`src/mhbe_pkg.sv`:
```
// Constants, command codes and types shared by the host bus emulation engine.
`default_nettype none
package mhbe_pkg;
    // Mode-select values.
    localparam logic [7:0] MHBE_MODE_BUS   = 8'h08;
    localparam logic [7:0] MHBE_MODE_RESET = 8'h00;
    // Host command codes.
    localparam logic [3:0] MHBE_CMD_READ      = 4'h0;
    localparam logic [3:0] MHBE_CMD_READ_EXT  = 4'h1;
    localparam logic [3:0] MHBE_CMD_WRITE     = 4'h2;
    localparam logic [3:0] MHBE_CMD_WRITE_EXT = 4'h3;
    localparam logic [3:0] MHBE_CMD_AUX_SET   = 4'h4;
    localparam logic [3:0] MHBE_CMD_AUX_READ  = 4'h5;
    localparam logic [3:0] MHBE_CMD_WAIT_HIGH = 4'h6;
    localparam logic [3:0] MHBE_CMD_WAIT_LOW  = 4'h7;
    // Reset values of the pins.
    localparam logic [7:0] MHBE_UPPER_RST = 8'h00;
    localparam logic [1:0] MHBE_AUX_RST   = 2'h0;
    // Bus timing: clock period, one bus clock period, cycles per bus clock.
    localparam int MHBE_CLK_NS      = 10;
    localparam int MHBE_BUS_CLK_NS  = 100;
    localparam int MHBE_BUS_DIV     = (MHBE_BUS_CLK_NS + MHBE_CLK_NS - 1) / MHBE_CLK_NS;
    localparam logic [3:0] MHBE_DIV_LAST = 4'(MHBE_BUS_DIV - 1);
    // Sequencer states, Gray coded along the access path.
    typedef enum logic [3:0] {
        MHBE_IDLE  = 4'b0000,
        MHBE_ADDR  = 4'b0001,
        MHBE_LATCH = 4'b0011,
        MHBE_SEL   = 4'b0010,
        MHBE_DATA  = 4'b0110,
        MHBE_STRB  = 4'b0111,
        MHBE_HOLD  = 4'b0101,
        MHBE_WAITP = 4'b1100,
        MHBE_DONE  = 4'b0100
    } mhbe_state_t;
endpackage : mhbe_pkg
`default_nettype wire

```
`src/mhbe_sync.sv`:
```
// Two-flop synchroniser for a group of pin inputs.
`timescale 1ns/1ps
`default_nettype none
module mhbe_sync #(
    parameter int W = 1
) (
    input  wire logic         sys_clk_i,
    input  wire logic         rst_i,
    input  wire logic [W-1:0] async_i,
    output var  logic [W-1:0] sync_o
);
    logic [W-1:0] meta_q;

    // First stage feeds only the second stage.
    always_ff @(posedge sys_clk_i or posedge rst_i) begin
        if (rst_i) begin
            meta_q <= '1;
            sync_o <= '1;
        end else begin
            meta_q <= async_i;
            sync_o <= meta_q;
        end
    end
endmodule : mhbe_sync
`default_nettype wire

```
`src/mhbe_core.sv`:
```
// Host bus emulation engine: runs host commands as multiplexed bus cycles.
//
// What this block does
// - Bus mode merges both channels into one bus.
// - Address low byte and data share eight lines.
// - Eight separate outputs carry the upper address.
// - Four accesses; plain read keeps upper address.
// - Extended read loads upper address first.
// - Plain write keeps, extended write loads upper.
// - Mode value 8 enters, value 0 resets.
// - Two auxiliary lines set, cleared or read.
// - Stall until auxiliary line 1 high, or low.
// - After wait, read peripheral and return byte.
// - Address, setup clock, latch pulse, select, data.
// - Latch pulse stretches to two if wait low.
// - Wait input low extends the access.
// - Write data stable around write strobe.
`timescale 1ns/1ps
`default_nettype none
module mhbe_core
    import mhbe_pkg::*;
(
    input  wire logic       sys_clk_i,
    input  wire logic       rst_i,
    input  wire logic       mode_valid_i,
    input  wire logic [7:0] mode_value_i,
    input  wire logic       cmd_valid_i,
    input  wire logic [3:0] cmd_code_i,
    input  wire logic [7:0] cmd_addr_lo_i,
    input  wire logic [7:0] cmd_addr_hi_i,
    input  wire logic [7:0] cmd_data_i,
    output logic            cmd_ready_o,
    output logic            rsp_valid_o,
    output logic [7:0]      rsp_data_o,
    output logic            mode_active_o,
    input  wire logic [7:0] muxed_bus_i,
    output logic [7:0]      muxed_bus_o,
    output logic            muxed_bus_oe_o,
    output logic [7:0]      upper_address_o,
    output logic            latch_o,
    output logic            select_n_o,
    output logic            read_n_o,
    output logic            write_n_o,
    input  wire logic       bus_wait_in_i,
    input  wire logic [1:0] aux_i,
    output logic [1:0]      aux_o,
    output logic [1:0]      aux_oe_o
);
    // ------------------------------------------------------------
    // Pin synchronisers
    // ------------------------------------------------------------
    logic [7:0]  bus_s;
    logic [2:0]  pins_s;
    logic        wait_low;
    logic [1:0]  aux_s;

    mhbe_sync #(.W(8)) u_sync_bus (
        .sys_clk_i (sys_clk_i),
        .rst_i     (rst_i),
        .async_i   (muxed_bus_i),
        .sync_o    (bus_s)
    );
    mhbe_sync #(.W(3)) u_sync_ctl (
        .sys_clk_i (sys_clk_i),
        .rst_i     (rst_i),
        .async_i   ({bus_wait_in_i, aux_i}),
        .sync_o    (pins_s)
    );
    // Wait input and auxiliary lines after synchronisation.
    assign wait_low = ~pins_s[2];
    assign aux_s    = pins_s[1:0];

    // ------------------------------------------------------------
    // Bus clock divider
    // ------------------------------------------------------------
    logic [3:0]  div_q;
    logic        tick;
    mhbe_state_t state_q;

    // Makes a one-cycle enable for each bus clock period; it restarts while no access
    // runs, so the address setup phase is always one full bus clock long.
    always_ff @(posedge sys_clk_i or posedge rst_i) begin
        if (rst_i) begin
            div_q <= 4'h0;
        end else if (div_q == MHBE_DIV_LAST || state_q == MHBE_IDLE ||
                     state_q == MHBE_WAITP) begin
            div_q <= 4'h0;
        end else begin
            div_q <= div_q + 4'h1;
        end
    end
    assign tick = (div_q == MHBE_DIV_LAST);

    // ------------------------------------------------------------
    // Mode register
    // ------------------------------------------------------------
    logic mode_q;

    // Only value 8 enables bus mode; 0 or any other value leaves it.
    always_ff @(posedge sys_clk_i or posedge rst_i) begin
        if (rst_i) begin
            mode_q <= 1'b0;
        end else if (mode_valid_i) begin
            mode_q <= (mode_value_i == MHBE_MODE_BUS);
        end
    end
    // Channels act as one bus only while the mode is on.
    assign mode_active_o = mode_q;

    // ------------------------------------------------------------
    // Command sequencer
    // ------------------------------------------------------------
    logic        is_read_q;
    logic        wait_lvl_q;
    logic        stretch_q;
    logic [7:0]  addr_lo_q;
    logic [7:0]  data_q;
    logic        reset_cmd;

    assign reset_cmd = mode_valid_i && (mode_value_i == MHBE_MODE_RESET);

    // Steps through address, latch, select, data and strobe phases.
    always_ff @(posedge sys_clk_i or posedge rst_i) begin
        if (rst_i) begin
            state_q    <= MHBE_IDLE;
            is_read_q  <= 1'b0;
            wait_lvl_q <= 1'b0;
            stretch_q  <= 1'b0;
            addr_lo_q  <= 8'h00;
            data_q     <= 8'h00;
        end else if (reset_cmd || !mode_q) begin
            state_q   <= MHBE_IDLE;
            stretch_q <= 1'b0;
        end else begin
            case (state_q)
                MHBE_IDLE: begin
                    if (cmd_valid_i) begin
                        addr_lo_q <= cmd_addr_lo_i;
                        data_q    <= cmd_data_i;
                        case (cmd_code_i)
                            MHBE_CMD_READ, MHBE_CMD_READ_EXT: begin
                                is_read_q <= 1'b1;
                                state_q   <= MHBE_ADDR;
                            end
                            MHBE_CMD_WRITE, MHBE_CMD_WRITE_EXT: begin
                                is_read_q <= 1'b0;
                                state_q   <= MHBE_ADDR;
                            end
                            MHBE_CMD_WAIT_HIGH, MHBE_CMD_WAIT_LOW: begin
                                is_read_q  <= 1'b1;
                                wait_lvl_q <= (cmd_code_i == MHBE_CMD_WAIT_HIGH);
                                state_q    <= MHBE_WAITP;
                            end
                            default: begin
                                state_q <= MHBE_IDLE;
                            end
                        endcase
                    end
                end
                MHBE_WAITP: begin
                    // Once the line matches, go on to read the peripheral.
                    if (aux_s[1] == wait_lvl_q) begin
                        state_q <= MHBE_ADDR;
                    end
                end
                MHBE_ADDR: begin
                    // One bus clock of address setup.
                    if (tick) begin
                        state_q <= MHBE_LATCH;
                    end
                end
                MHBE_LATCH: begin
                    // Latch pulse is one bus clock, two if wait is low.
                    if (tick) begin
                        if (wait_low && !stretch_q) begin
                            stretch_q <= 1'b1;
                        end else begin
                            stretch_q <= 1'b0;
                            state_q   <= MHBE_SEL;
                        end
                    end
                end
                MHBE_SEL: begin
                    if (tick) begin
                        state_q <= MHBE_DATA;
                    end
                end
                MHBE_DATA: begin
                    // Write data or bus turnaround before the strobe.
                    if (tick) begin
                        state_q <= MHBE_STRB;
                    end
                end
                MHBE_STRB: begin
                    // Strobe held while the peripheral pulls wait low.
                    if (tick && !wait_low) begin
                        state_q <= MHBE_HOLD;
                        if (is_read_q) begin
                            data_q <= bus_s;
                        end
                    end
                end
                MHBE_HOLD: begin
                    if (tick) begin
                        state_q <= MHBE_DONE;
                    end
                end
                MHBE_DONE: begin
                    state_q <= MHBE_IDLE;
                end
                default: begin
                    state_q <= MHBE_IDLE;
                end
            endcase
        end
    end

    // ------------------------------------------------------------
    // Upper address byte
    // ------------------------------------------------------------
    // Only extended accesses load new upper address bits.
    always_ff @(posedge sys_clk_i or posedge rst_i) begin
        if (rst_i) begin
            upper_address_o <= MHBE_UPPER_RST;
        end else if (mode_q && state_q == MHBE_IDLE && cmd_valid_i &&
                     (cmd_code_i == MHBE_CMD_READ_EXT ||
                      cmd_code_i == MHBE_CMD_WRITE_EXT)) begin
            upper_address_o <= cmd_addr_hi_i;
        end
    end

    // ------------------------------------------------------------
    // Bus pin drivers
    // ------------------------------------------------------------
    mhbe_state_t nxt;
    assign nxt = state_q;

    // Registered strobes and multiplexed bus drive.
    always_ff @(posedge sys_clk_i or posedge rst_i) begin
        if (rst_i) begin
            muxed_bus_o    <= 8'h00;
            muxed_bus_oe_o <= 1'b0;
            latch_o        <= 1'b0;
            select_n_o     <= 1'b1;
            read_n_o       <= 1'b1;
            write_n_o      <= 1'b1;
        end else begin
            latch_o    <= (nxt == MHBE_LATCH);
            select_n_o <= !(nxt == MHBE_SEL || nxt == MHBE_DATA ||
                            nxt == MHBE_STRB || nxt == MHBE_HOLD);
            read_n_o   <= !(is_read_q && nxt == MHBE_STRB);
            write_n_o  <= !(!is_read_q && nxt == MHBE_STRB);
            if (nxt == MHBE_ADDR || nxt == MHBE_LATCH) begin
                muxed_bus_o    <= addr_lo_q;
                muxed_bus_oe_o <= 1'b1;
            end else if (!is_read_q && (nxt == MHBE_DATA || nxt == MHBE_STRB ||
                                        nxt == MHBE_HOLD)) begin
                muxed_bus_o    <= data_q;
                muxed_bus_oe_o <= 1'b1;
            end else begin
                muxed_bus_oe_o <= 1'b0;
            end
        end
    end

    // ------------------------------------------------------------
    // Auxiliary lines
    // ------------------------------------------------------------
    // Set or clear the auxiliary lines; a zero enable leaves a line as input.
    always_ff @(posedge sys_clk_i or posedge rst_i) begin
        if (rst_i) begin
            aux_o    <= MHBE_AUX_RST;
            aux_oe_o <= MHBE_AUX_RST;
        end else if (mode_q && state_q == MHBE_IDLE && cmd_valid_i &&
                     cmd_code_i == MHBE_CMD_AUX_SET) begin
            aux_o    <= cmd_data_i[1:0];
            aux_oe_o <= cmd_addr_lo_i[1:0];
        end
    end

    // ------------------------------------------------------------
    // Host answers
    // ------------------------------------------------------------
    // Read data or auxiliary state returned as a one-cycle pulse.
    always_ff @(posedge sys_clk_i or posedge rst_i) begin
        if (rst_i) begin
            rsp_valid_o <= 1'b0;
            rsp_data_o  <= 8'h00;
            cmd_ready_o <= 1'b0;
        end else begin
            cmd_ready_o <= mode_q && (state_q == MHBE_IDLE) && !cmd_valid_i;
            if (mode_q && state_q == MHBE_DONE && is_read_q) begin
                rsp_valid_o <= 1'b1;
                rsp_data_o  <= data_q;
            end else if (mode_q && state_q == MHBE_IDLE && cmd_valid_i &&
                         cmd_code_i == MHBE_CMD_AUX_READ) begin
                rsp_valid_o <= 1'b1;
                rsp_data_o  <= {6'h00, aux_s};
            end else begin
                rsp_valid_o <= 1'b0;
            end
        end
    end

    // ------------------------------------------------------------
    // Checks
    // ------------------------------------------------------------
    AST_MODE_ENTRY: assert property (@(posedge sys_clk_i) disable iff (rst_i)
        mode_valid_i && mode_value_i == MHBE_MODE_BUS |=> mode_active_o)
        else $error("Mode value 8 did not enable bus mode.");
    AST_MODE_EXIT: assert property (@(posedge sys_clk_i) disable iff (rst_i)
        mode_valid_i && mode_value_i == MHBE_MODE_RESET |=> !mode_active_o)
        else $error("Mode value 0 did not leave bus mode.");
    AST_UPPER_KEEP: assert property (@(posedge sys_clk_i) disable iff (rst_i)
        state_q != MHBE_IDLE |=> $stable(upper_address_o))
        else $error("Upper address changed during an access.");
    AST_NO_CONTENTION: assert property (@(posedge sys_clk_i) disable iff (rst_i)
        !read_n_o |-> !muxed_bus_oe_o)
        else $error("Bus driven while read strobe active.");
    AST_WR_DATA: assert property (@(posedge sys_clk_i) disable iff (rst_i)
        !write_n_o |-> muxed_bus_oe_o && $stable(muxed_bus_o))
        else $error("Write data not stable under write strobe.");
    AST_WR_HOLD: assert property (@(posedge sys_clk_i) disable iff (rst_i)
        $rose(write_n_o) |-> muxed_bus_oe_o)
        else $error("Write data dropped with the strobe.");
    AST_SEL_STROBE: assert property (@(posedge sys_clk_i) disable iff (rst_i)
        (!read_n_o || !write_n_o) |-> !select_n_o && !latch_o)
        else $error("Strobe without chip select.");
    AST_LATCH_ADDR: assert property (@(posedge sys_clk_i) disable iff (rst_i)
        latch_o |-> muxed_bus_oe_o && muxed_bus_o == addr_lo_q)
        else $error("Latch pulse without low address on bus.");
    AST_WAIT_HOLD: assert property (@(posedge sys_clk_i) disable iff (rst_i)
        state_q == MHBE_STRB && wait_low && mode_q && !reset_cmd
        |=> state_q == MHBE_STRB)
        else $error("Strobe ended while wait held low.");
    AST_WAIT_STALL: assert property (@(posedge sys_clk_i) disable iff (rst_i)
        state_q == MHBE_WAITP && aux_s[1] != wait_lvl_q && mode_q && !reset_cmd
        |=> state_q == MHBE_WAITP)
        else $error("Wait instruction released early.");
endmodule : mhbe_core
`default_nettype wire

```
`config.mk`:
```
export PLATFORM = sky130hd
export DESIGN_NAME = mhbe_core
export DESIGN_NICKNAME = d
export VERILOG_FILES = /design/src/mhbe_pkg.sv /design/src/mhbe_sync.sv /design/src/mhbe_core.sv
export SDC_FILE = /design/constraint.sdc
export NUM_CORES = 1
export LEC_CHECK = 0
export BUFFER_PORTS_ARGS = -buffer_cell sky130_fd_sc_hd__buf_2
export CORE_MARGIN = 3
export CORE_UTILIZATION = 50
export DETAILED_ROUTE_END_ITERATION = 8
export HOLD_SLACK_MARGIN = 0.08
export PLACE_DENSITY = 0.77
export SYNTH_ARGS = -nofsm -noshare
export SYNTH_HDL_FRONTEND = slang
export SYNTH_SLANG_ARGS = --single-unit
```
`constraint.sdc`:
```
create_clock -name sys_clk_i -period 3.18 [get_ports sys_clk_i]
set_input_delay 0.318 -clock sys_clk_i [delete_from_list [all_inputs] [get_ports sys_clk_i]]
set_output_delay 0.318 -clock sys_clk_i [all_outputs]
set_load 0.02 [all_outputs]
```
### Yosys cells after proc, flatten, opt, wreduce, memory -nomap -nowiden

Cells that the tools add are included.

* flip-flop bits (word level): 85
* bits of input ports: 51
* output and inout bits: 36
* word-level logic and storage cells: 137

* add/sub/neg operators: 1
* equality and inequality tests: 30
* mux-type cells: 30
* bitwise gates (word level): 2
* reductions and logical operators: 50

Operator list (count)
* 8-bit 2-to-1 mux: 7
* 4-bit 2-to-1 mux: 11
* 4-bit by 3-bit == test with 1-bit output, second input constant: 8
* 4-bit one-hot mux with 8 select lines: 1
* 3-bit != test, second input constant: 8
* 4-bit by 2-bit == test with 1-bit output, second input constant: 4
* 8-bit one-hot mux with 2 select lines: 1
* 1-bit logical AND: 14
* 2-bit nonzero test: 6
* 1-bit logical OR: 10
* 9-bit AND reduction: 1
* 4-bit by 1-bit == test with 1-bit output, second input constant: 2
* 4-bit == test, second input constant: 2
* 8-bit by 4-bit == test with 1-bit output, second input constant: 1
* 4-bit zero test: 2
* 8-bit zero test: 1
* 1-bit 2-to-1 mux: 8
* 4-bit one-hot mux with 2 select lines: 1
* 4-bit AND reduction: 2
* 4-bit OR reduction: 2
* 1-bit zero test: 7
* 2-bit != test, second input constant: 3
* 5-bit AND reduction: 1
* 4-bit by 1-bit adder with 4-bit output, second input constant: 1
* other kinds (7): 9

### Longest topological paths before layout

Gate-level depths: netlist of run 1.

* depth in word-level cells: 6
* mapped depth: 7
* mapped depth without buffers: 6

### By module

From an unflattened synthesis of run 1, not the netlist that was laid out.

* cell total of the unflattened synthesis: 270
* area, all modules: 3497.1 sq um

Modules (own cells, without submodules)
* mhbe_core: times used 1, cells each 246, area an instance 2911.5 sq um, seq. area each 1580.3 sq um
* mhbe_sync (u_sync_bus): times used 1, cells each 17, area an instance 424.2 sq um, seq. area each 420.4 sq um
* mhbe_sync (u_sync_ctl): times used 1, cells each 7, area an instance 161.4 sq um, seq. area each 157.7 sq um

### Least setup slack after synthesis of run 1

No wires, ideal clock.

* path type: register to register
* from: register state_q[0], in the netlist nxt[0]
* to: register data_q[0]
* setup time: 0.125 ns
* data arrival time: 1.852 ns
* required time: 3.055 ns
* slack: 1.203 ns
* stages on the path, launching flop included: 6
* path buffers: 1
* period minus slack after synthesis: 1.977 ns
* cell sequence: dfrtp_1 > or4_4 > a311oi_2 > a41o_1 > buf_4 > mux2_2

* longest elaborated chain between the ends: 3
* elaborated cells between the ends (all ways): 8
* those cells by class: eq/ne: 4; mux: 1; reduce/logical: 3

RTL lines
* from (decl): RTL line mhbe_core.sv:78 `mhbe_state_t state_q;`
* from (signal assigned): RTL line mhbe_core.sv:125 `state_q <= MHBE_IDLE;`
* from (signal assigned): RTL line mhbe_core.sv:132 `state_q <= MHBE_IDLE;`
* from (signal assigned): RTL line mhbe_core.sv:143 `state_q <= MHBE_ADDR;`
* 4-bit by 3-bit == test with 1-bit output or 4-bit zero test (tied branches): RTL line mhbe_core.sv:135 `case (state_q)`
* 2-bit != test (no source line) or 2-bit nonzero test (tied branches)
* 5-bit AND reduction (no source line)
* to (signal assigned): RTL line mhbe_core.sv:139 `data_q <= cmd_data_i;`
* to (signal assigned): RTL line mhbe_core.sv:199 `data_q <= bus_s;`
* to (decl): RTL line mhbe_core.sv:117 `logic [7:0] data_q;`

Several ways; a longest one is shown, not always the timed one.
A chain may end at the register's enable or synchronous reset.

### Worst setup path in the final report of run 1

Same ends and word-level chain as after synthesis.

==> impl_metrics.py, run 1 <==
metrics = {
    "timing": {
        "finalSetupViolations": 0,
        "min_period_over_period_pct": 77.6,
        "worst-slew-pin-transition_ps": 671,
        "tns_ps": 0,
        "hold_viol_final": 0,
        "worst_hold_slack_ps": 177,
        "rsz0062_at_grt": "no",
        "fmax_ghz": 0.405,
        "skew_ps": 9.85,
        "slew_viol_final": 0,
        "min_period_ps": 2470,
        "relSlewSlack_pct": 54.6,
    },
    "die": {
        "die_h_um": 89.4,
        "start_util_pct": 53.3,
        "rows": 29,
        "dieArea_um2": 8000,
        "io_pins": 87,
        "die_w_um": 89.4,
        "coreArea_um2": 6530,
    },
    "yosys": {
        "synth.net_count": 313,
        "synth_area_per_cell_um2": 13.4,
        "synthCells": 260,
        "synthTopCellsByArea": "dfrtp_1 43%, dfstp_2 19%, mux2_2 13%, mux2i_1 3.2%, o21ai_0 1.6%",
        "yosysMostFrequentCell": "dfrtp_1",
        "syn_area_um2": 3480,
        "synth_warnings": 0,
        "synth.distinct_cells": 46,
        "ys_seq_area_share_pct": 62.0,
        "synth_async_sr_flop_share_pct": 100,
        "synth_seq_cells": 85,
        "yosys.area.top_type": "dfrtp_1",
        "synth.top_cell.area_share_pct": 43.1,
        "synthFlopType": "dfrtp_1",
        "netlist_top_cells_count": "60 x dfrtp_1, 40 x mux2_2, 25 x dfstp_2",
        "synth-edff-count": 0,
    },
    "placed_design": {
        "hpwlAfterDp_um": 5140,
        "gp_congestion": 0.914,
        "io_buffers": 86,
    },
    "setup_path": {
        "path_class": "register to register",
        "cp.required_ps": 3400,
        "rrSetupSlack_ps": 710,
        "cp-start-kind": "register",
        "worst_setup_path_end_kind": "register",
        "crit_fanout": 15,
        "crit_arrival_ps": 2690,
    },
    "routing": {
        "viasPerCell": 5.32,
        "drc_errors": 0,
        "drtPass1Iterations": 5,
        "ant_nets": 0,
        "wire_per_inst_um": 16.3,
        "num_vias": 2364,
        "drt_iter0_markers": 120,
        "routed_wl_um": 7240,
    },
    "status": {
        "status": "finished, final reports clean",
    },
    "clock_tree": {
        "postCtsSetupRepairBufs": 0,
        "clk-insertion-delay-late_ps": 340,
        "cts_max_level": 3,
        "cts_buffer_depth": 2,
        "numCtsBuffers": 9,
        "cts_sinks": 85,
        "cts_root_buffer": "clkbuf_8",
        "cts_resized": 0,
        "cts_tree": "yes",
        "path_clk_slew_ps": 90,
    },
    "job": {
        "maxCapViolCount": 0,
    },
    "global_route": {
        "grt_pass1_vias": 2393,
        "groute.usage.overall_pct": 19.3,
        "antenna_found_initial": 0,
        "grt_pass1_wl_um": 11600,
        "grt_overflow": 0,
        "grt_max_degree": 36,
    },
    "finish": {
        "syn_to_final_growth_pct": 25.1,
        "drive_above_1_share_pct": 48.8,
        "nets": 415,
        "antenna_cells": 0,
    },
    "min_path": {
        "hold_class": "input port to register",
    },
    "pwr": {
        "ir_worst_vdd_mv": 0.366,
        "cellPowerDensity_nw_per_um2": 503,
        "leakagePower_nw": 2.19,
    },
}
[cell families (layout without fill, tap and decap cells)]
logic type,after synthesis,after routing,share of synthesized area (%)
muxes,51,51,16.1
xor gates and xnor gates,4,4,1.01
adders and majority gates,2,2,0.719
AOI/OAI and AO/OA,37,37,7.41
buffers and inverters,21,128,2.66
and+or+nand+nor,60,60,10.1
DFF,85,85,62.0
[where the power goes]
part | internal, mW | switching [mW]
logic | 0.0674 | 0.0610
registers | 1.13 | 0.0239
clock network | 0.504 | 0.401
total | 1.70 | 0.486
[placed cells by master, fill, tap and decap left out, types with 3 or more instances in the layout]
| cell | n |
|---|---|
| a21oi_1 | 8 |
| a22o_1 | 6 |
| and3b_1 | 4 |
| buf_2 | 86 |
| buf_4 | 4 |
| clkbuf_8 | 9 |
| dfrtp_1 | 60 |
| dfstp_2 | 25 |
| dlygate4sd3_1 | 12 |
| inv_1 | 9 |
| inv_6 | 3 |
| mux2_2 | 40 |
| mux2i_1 | 11 |
| nand2_1 | 14 |
| nand3_1 | 3 |
| nand3b_1 | 4 |
| nor2_1 | 10 |
| nor2b_1 | 3 |
| nor4_1 | 3 |
| o21ai_0 | 11 |
| or3_1 | 3 |
[worst max-delay path: stages, from the launching register on]
cell and delay [ps]:
dfrtp_1 540, or4_4 620, a311oi_2 250, buf_4 230, a41o_1 330, mux2_2 380
[what timing repair did]
item / in CTS / in global routing
endpoints found under the hold margin: 40 / 0
setup endpoints to repair: 0 / 0
hold buffers: 12 / 0
[layout make-up]
class                      instances  area [um2]
inverter                          10        38.8
timing repair buffer             102         581
multi-input combinational        154        1230
fill                             496        2180
clock buffer                      10         149
clock inverter                     6        97.6
tap                               77        96.3
sequential                        85        2160
[metrics by stage]
stage / setup WS, ps / std cells / util [%] / instance area [um2] / power (mW)
2_1_floorplan: 710 / 260 / - / 3480 / 1.23
3_3_place_gp: 790 / 416 / 61.1 / 3990 / 1.29
3_5_place_dp: 739 / 416 / 61.1 / 3990 / 1.29
4_1_cts: 721 / 444 / 66.7 / 4360 / 2.21
5_1_grt: 611 / 444 / 66.7 / 4360 / 2.28
6_report: 711 / 444 / 66.7 / 4360 / 2.19
[final timing paths]
| kind | startpoint | to | cells past startpoint |
|---|---|---|---|
| max | nxt[0]$_DFFE_PP0P_ | data_q[0]$_DFFE_PP0P_ | 5 |
| max in group asynchronous | rst_i | u_sync_bus.sync_o[1]$_DFF_PP1_ | 4 |
| min reg2reg | u_sync_bus.meta_q[5]$_DFF_PP1_ | u_sync_bus.sync_o[5]$_DFF_PP1_ | 0 |
| min in group asynchronous | rst_i | div_q[1]$_DFF_PP0_ | 3 |
| max reg2reg | nxt[0]$_DFFE_PP0P_ | data_q[0]$_DFFE_PP0P_ | 5 |
| min | mode_valid_i | mode_active_o$_DFFE_PP0P_ | 2 |
[flip-flops by register name, summed over array words and instances, names as in the netlist, 2 cells and up]
register           flops
u_sync_ctl.meta_q      3
upper_address_o        8
addr_lo_q              8
rsp_data_o             8
aux_oe_o               2
nxt                    4
u_sync_bus.sync_o      8
u_sync_ctl.sync_o      3
aux_o                  2
data_q                 8
u_sync_bus.meta_q      8
div_q                  4
muxed_bus_o            8
[layer usage]
layer	part of all wire (%)	track usage, %	up-vias
met5	0	0	-
met1	43	24.7	1149
met2	49	31.8	80
met4	1.0	7.58	0
li1	-	-	1127
met3	6.6	4.42	8
(Power assumes the default switching activity.)
==> run 2, diff against run 1 <==
--- a/config.mk
+++ b/config.mk
@@ -5,12 +5,13 @@
 export SDC_FILE = /design/constraint.sdc
 export NUM_CORES = 1
 export LEC_CHECK = 0
+export ABC_AREA = 1
 export BUFFER_PORTS_ARGS = -buffer_cell sky130_fd_sc_hd__buf_2
 export CORE_MARGIN = 3
 export CORE_UTILIZATION = 50
 export DETAILED_ROUTE_END_ITERATION = 8
 export HOLD_SLACK_MARGIN = 0.08
-export PLACE_DENSITY = 0.77
+export PLACE_DENSITY = 0.76
 export SYNTH_ARGS = -nofsm -noshare
 export SYNTH_HDL_FRONTEND = slang
 export SYNTH_SLANG_ARGS = --single-unit
==> constraint.sdc (replaced) <==
create_clock -name sys_clk_i -period 2.32 [get_ports sys_clk_i]
set_input_delay 0.232 -clock sys_clk_i [delete_from_list [all_inputs] [get_ports sys_clk_i]]
set_output_delay 0.232 -clock sys_clk_i [all_outputs]
set_load 0.02 [all_outputs]
==> run 2 against run 1 <==
Largest cell class unchanged. Via count grew 16%. Global-route usage shrank 0.52 points. Synthesized area grew 3.6%. Largest power group unchanged. Final area grew 1.5%. Total power grew 30%. Sequential power grew 40%. First-iteration DRC count grew 24%. Final cell count grew 28%.
==> impl_metrics.py, run 2 <==
metrics = {
    "yosys": {
        "ys_seq_area_share_pct": 59.9,
        "synth-edff-count": 0,
        "synth_area_per_cell_um2": 9.96,
        "synth_fa_ha_area_share_pct": 0.694,
        "syn_area_um2": 3600,
        "synth.top_cell.area_share_pct": 41.7,
        "synthMuxAreaShare_pct": 2.36,
        "synthSimpleGateAreaFrac_pct": 21.6,
        "synthTopCellsByArea": "dfrtp_1 42%, dfstp_2 18%, nand2_1 8.5%, inv_1 4.0%, o21ai_0 3.6%",
        "synth.distinct_cells": 35,
        "netlist_top_cells_count": "82 x nand2_1, 60 x dfrtp_1, 38 x inv_1",
        "yosysMostFrequentCell": "nand2_1",
        "synth_seq_cells": 85,
        "synthCells": 362,
        "synth_async_sr_flop_share_pct": 100,
        "synth_xor_xnor_area_share_pct": 0.486,
        "synth_compound_area_share_pct": 8.26,
        "synth.net_count": 415,
        "synthFlopType": "dfrtp_1",
        "synth_top_family_by_area": "simple AND/OR/NAND/NOR gates",
        "synth_warnings": 0,
        "yosys.area.top_type": "dfrtp_1",
    },
    "die": {
        "io_pins": 87,
        "die_h_um": 90.9,
        "coreArea_um2": 6910,
        "die_w_um": 90.9,
        "rows": 30,
        "start_util_pct": 52.2,
        "dieArea_um2": 8260,
    },
    "clock_tree": {
        "cts_sinks": 85,
        "cts_tree": "yes",
        "path_clk_slew_ps": 80,
        "cts_root_buffer": "clkbuf_8",
        "cts_max_level": 3,
        "postCtsSetupRepairBufs": 0,
        "cts_buffer_depth": 2,
        "clk-insertion-delay-late_ps": 360,
        "numCtsBuffers": 9,
    },
    "global_route": {
        "grt_overflow": 0,
        "global_route.peak_usage_layer": "met2",
        "antenna_found_initial": 0,
        "grt_pass1_wl_um": 12100,
        "groute.usage.overall_pct": 18.8,
        "grtUsageMet2_pct": 29.7,
        "use_met1_pct": 24.3,
        "grt_max_degree": 54,
        "grt_pass1_vias": 2592,
        "grt_use_met3_pct": 5.17,
    },
    "finish": {
        "antenna_cells": 0,
        "syn_to_final_growth_pct": 22.7,
        "design_area_um2": 4420,
        "layout_commonest_cell": "buf_2",
        "drive_above_1_share_pct": 34.7,
        "final_cell_mix": "86 x buf_2, 82 x nand2_1, 60 x dfrtp_1",
        "nets": 521,
    },
    "timing": {
        "fmax_ghz": 0.523,
        "skew_ps": 13.0,
        "worst_hold_slack_ps": 122,
        "hold_viol_final": 0,
        "relSlewSlack_pct": 58.1,
        "rsz0062_at_grt": "no",
        "worst-slew-pin-transition_ps": 628,
        "slew_viol_final": 0,
        "min_period_ps": 1910,
        "tns_ps": 0,
        "setup_ws_ps": 407,
        "min_period_over_period_pct": 82.5,
        "finalSetupViolations": 0,
    },
    "setup_path": {
        "critPathBufInv": 1,
        "cp_common_cell": "nor2_4",
        "path_class": "register to register",
        "crit_fanout": 16,
        "cp_slowest_cell": "dfrtp_1",
        "path_cells": "inv_2 -> nand2_4 -> nor2_4 -> nand2_2 -> nor2_4 -> nand3b_2 -> o21ai_0",
        "slowest_delay_ps": 470,
        "cp_top_family": "simple AND/OR/NAND/NOR gates",
        "cp-start-kind": "register",
        "cp.required_ps": 2580,
        "crit_arrival_ps": 2170,
        "worst_setup_path_end_kind": "register",
        "rrSetupSlack_ps": 410,
    },
    "pwr": {
        "combPwrFrac_pct": 9.2,
        "switching_share_pct": 25.6,
        "clkPwrFrac_pct": 33.7,
        "ir_worst_vdd_mv": 0.419,
        "cellPowerDensity_nw_per_um2": 642,
        "leakagePower_nw": 2.23,
        "intPower_mw": 2.11,
        "p_seq_share_pct": 57.1,
        "power_mw": 2.84,
        "switchingPower_uw": 728,
    },
    "routing": {
        "wire_per_inst_um": 13.0,
        "viasPerCell": 4.83,
        "num_vias": 2746,
        "ant_nets": 0,
        "routed_wl_um": 7400,
        "drc_errors": 0,
        "drtPass1Iterations": 4,
        "drt_iter0_markers": 149,
    },
    "job": {
        "maxCapViolCount": 0,
    },
    "min_path": {
        "hold_class": "input port to register",
    },
    "placed_design": {
        "place_area_um2": 4100,
        "io_buffers": 86,
        "hpwlAfterDp_um": 5540,
        "gp_congestion": 0.907,
        "dp_slack_ps": 401,
    },
    "status": {
        "status": "finished, final reports clean",
    },
}
[run 2: cell types whose count changed in the layout (fill, tap and decap cells not counted), sizes merged, moves of 5 or more]
cell	change
mux2	-39
inv	+32
nand4	+5
nor2	+25
nand3	+22
a22o	-6
a21oi	-6
nand2	+78
a31oi	+7
o21ai	+26
[run 2: area by class of cell]
class / instances / area [um2]
flip-flops and latches: 85 / 2160
fillers: 583 / 2480
repair buffers: 103 / 593
clock buffers: 10 / 138
clock inverters: 6 / 42.5
well taps: 96 / 120
multi-input cells: 226 / 1200
inverters: 43 / 165
[run 2: final timing paths]
| path | depth (start not counted) | to | start |
|---|---|---|---|
| max in group asynchronous | 4 | div_q[2]$_DFF_PP0_ | rst_i |
| setup / recovery | 7 | upper_address_o[7]$_DFFE_PP0P_ | nxt[2]$_DFFE_PP0P_ |
| min in group asynchronous | 4 | aux_o[1]$_DFFE_PP0P_ | rst_i |
| setup reg to reg | 7 | upper_address_o[7]$_DFFE_PP0P_ | nxt[2]$_DFFE_PP0P_ |
| hold / removal | 3 | upper_address_o[0]$_DFFE_PP0P_ | cmd_addr_hi_i[0] |
| hold reg to reg | 0 | u_sync_ctl.sync_o[0]$_DFF_PP1_ | u_sync_ctl.meta_q[0]$_DFF_PP1_ |
[run 2: worst reg2reg max path, stage by stage, from the launching register on]
cell and delay, ps:
dfrtp_1 470, inv_2 120, nand2_4 80, nor2_4 110
nand2_2 80, nor2_4 340, nand3b_2 330, o21ai_0 290
[run 2: layer usage]
layer  wire length [um]  vias to the layer above
li1                   -                     1371
met1               3330                     1280
met2               3450                       82
met3                467                       13
met4                143                        0
met5                  0                        -
[run 2: power by group through the flow]
| stage | logic [mW] | clock network, mW | registers [mW] |
|---|---|---|---|
| 6_report | 0.261 | 0.957 | 1.62 |
| 5_1_grt | 0.295 | 1.04 | 1.63 |
| 4_1_cts | 0.266 | 0.979 | 1.62 |
| 3_5_place_dp | 0.248 | 0 | 1.65 |
| 3_3_place_gp | 0.241 | 0 | 1.64 |
| 2_1_floorplan | 0.113 | 0 | 1.67 |
[run 2: repair_timing]
action	CTS	global route
hold buffers	14	0
gates resized for setup	0	0
hold endpoints to repair	32	0
[run 2: kinds of logic (layout without fill, tap and decap cells)]
| logic type | after synthesis | after routing |
|---|---|---|
| and+or+nand+nor | 164 | 164 |
| DFF | 85 | 85 |
| buffers and inverters | 51 | 162 |
| AOI/OAI and AO/OA | 50 | 50 |
| muxes | 8 | 8 |
| adders and majority gates | 2 | 2 |
| xor gates and xnor gates | 2 | 2 |
[run 2: per-stage QoR]
stage / instances / util [%]
after global placement: 539 / 59.4
after floorplan: 362 / -
after global routing: 569 / 64.0
final: 569 / 64.0
after CTS: 569 / 64.0
after detailed placement: 539 / 59.4
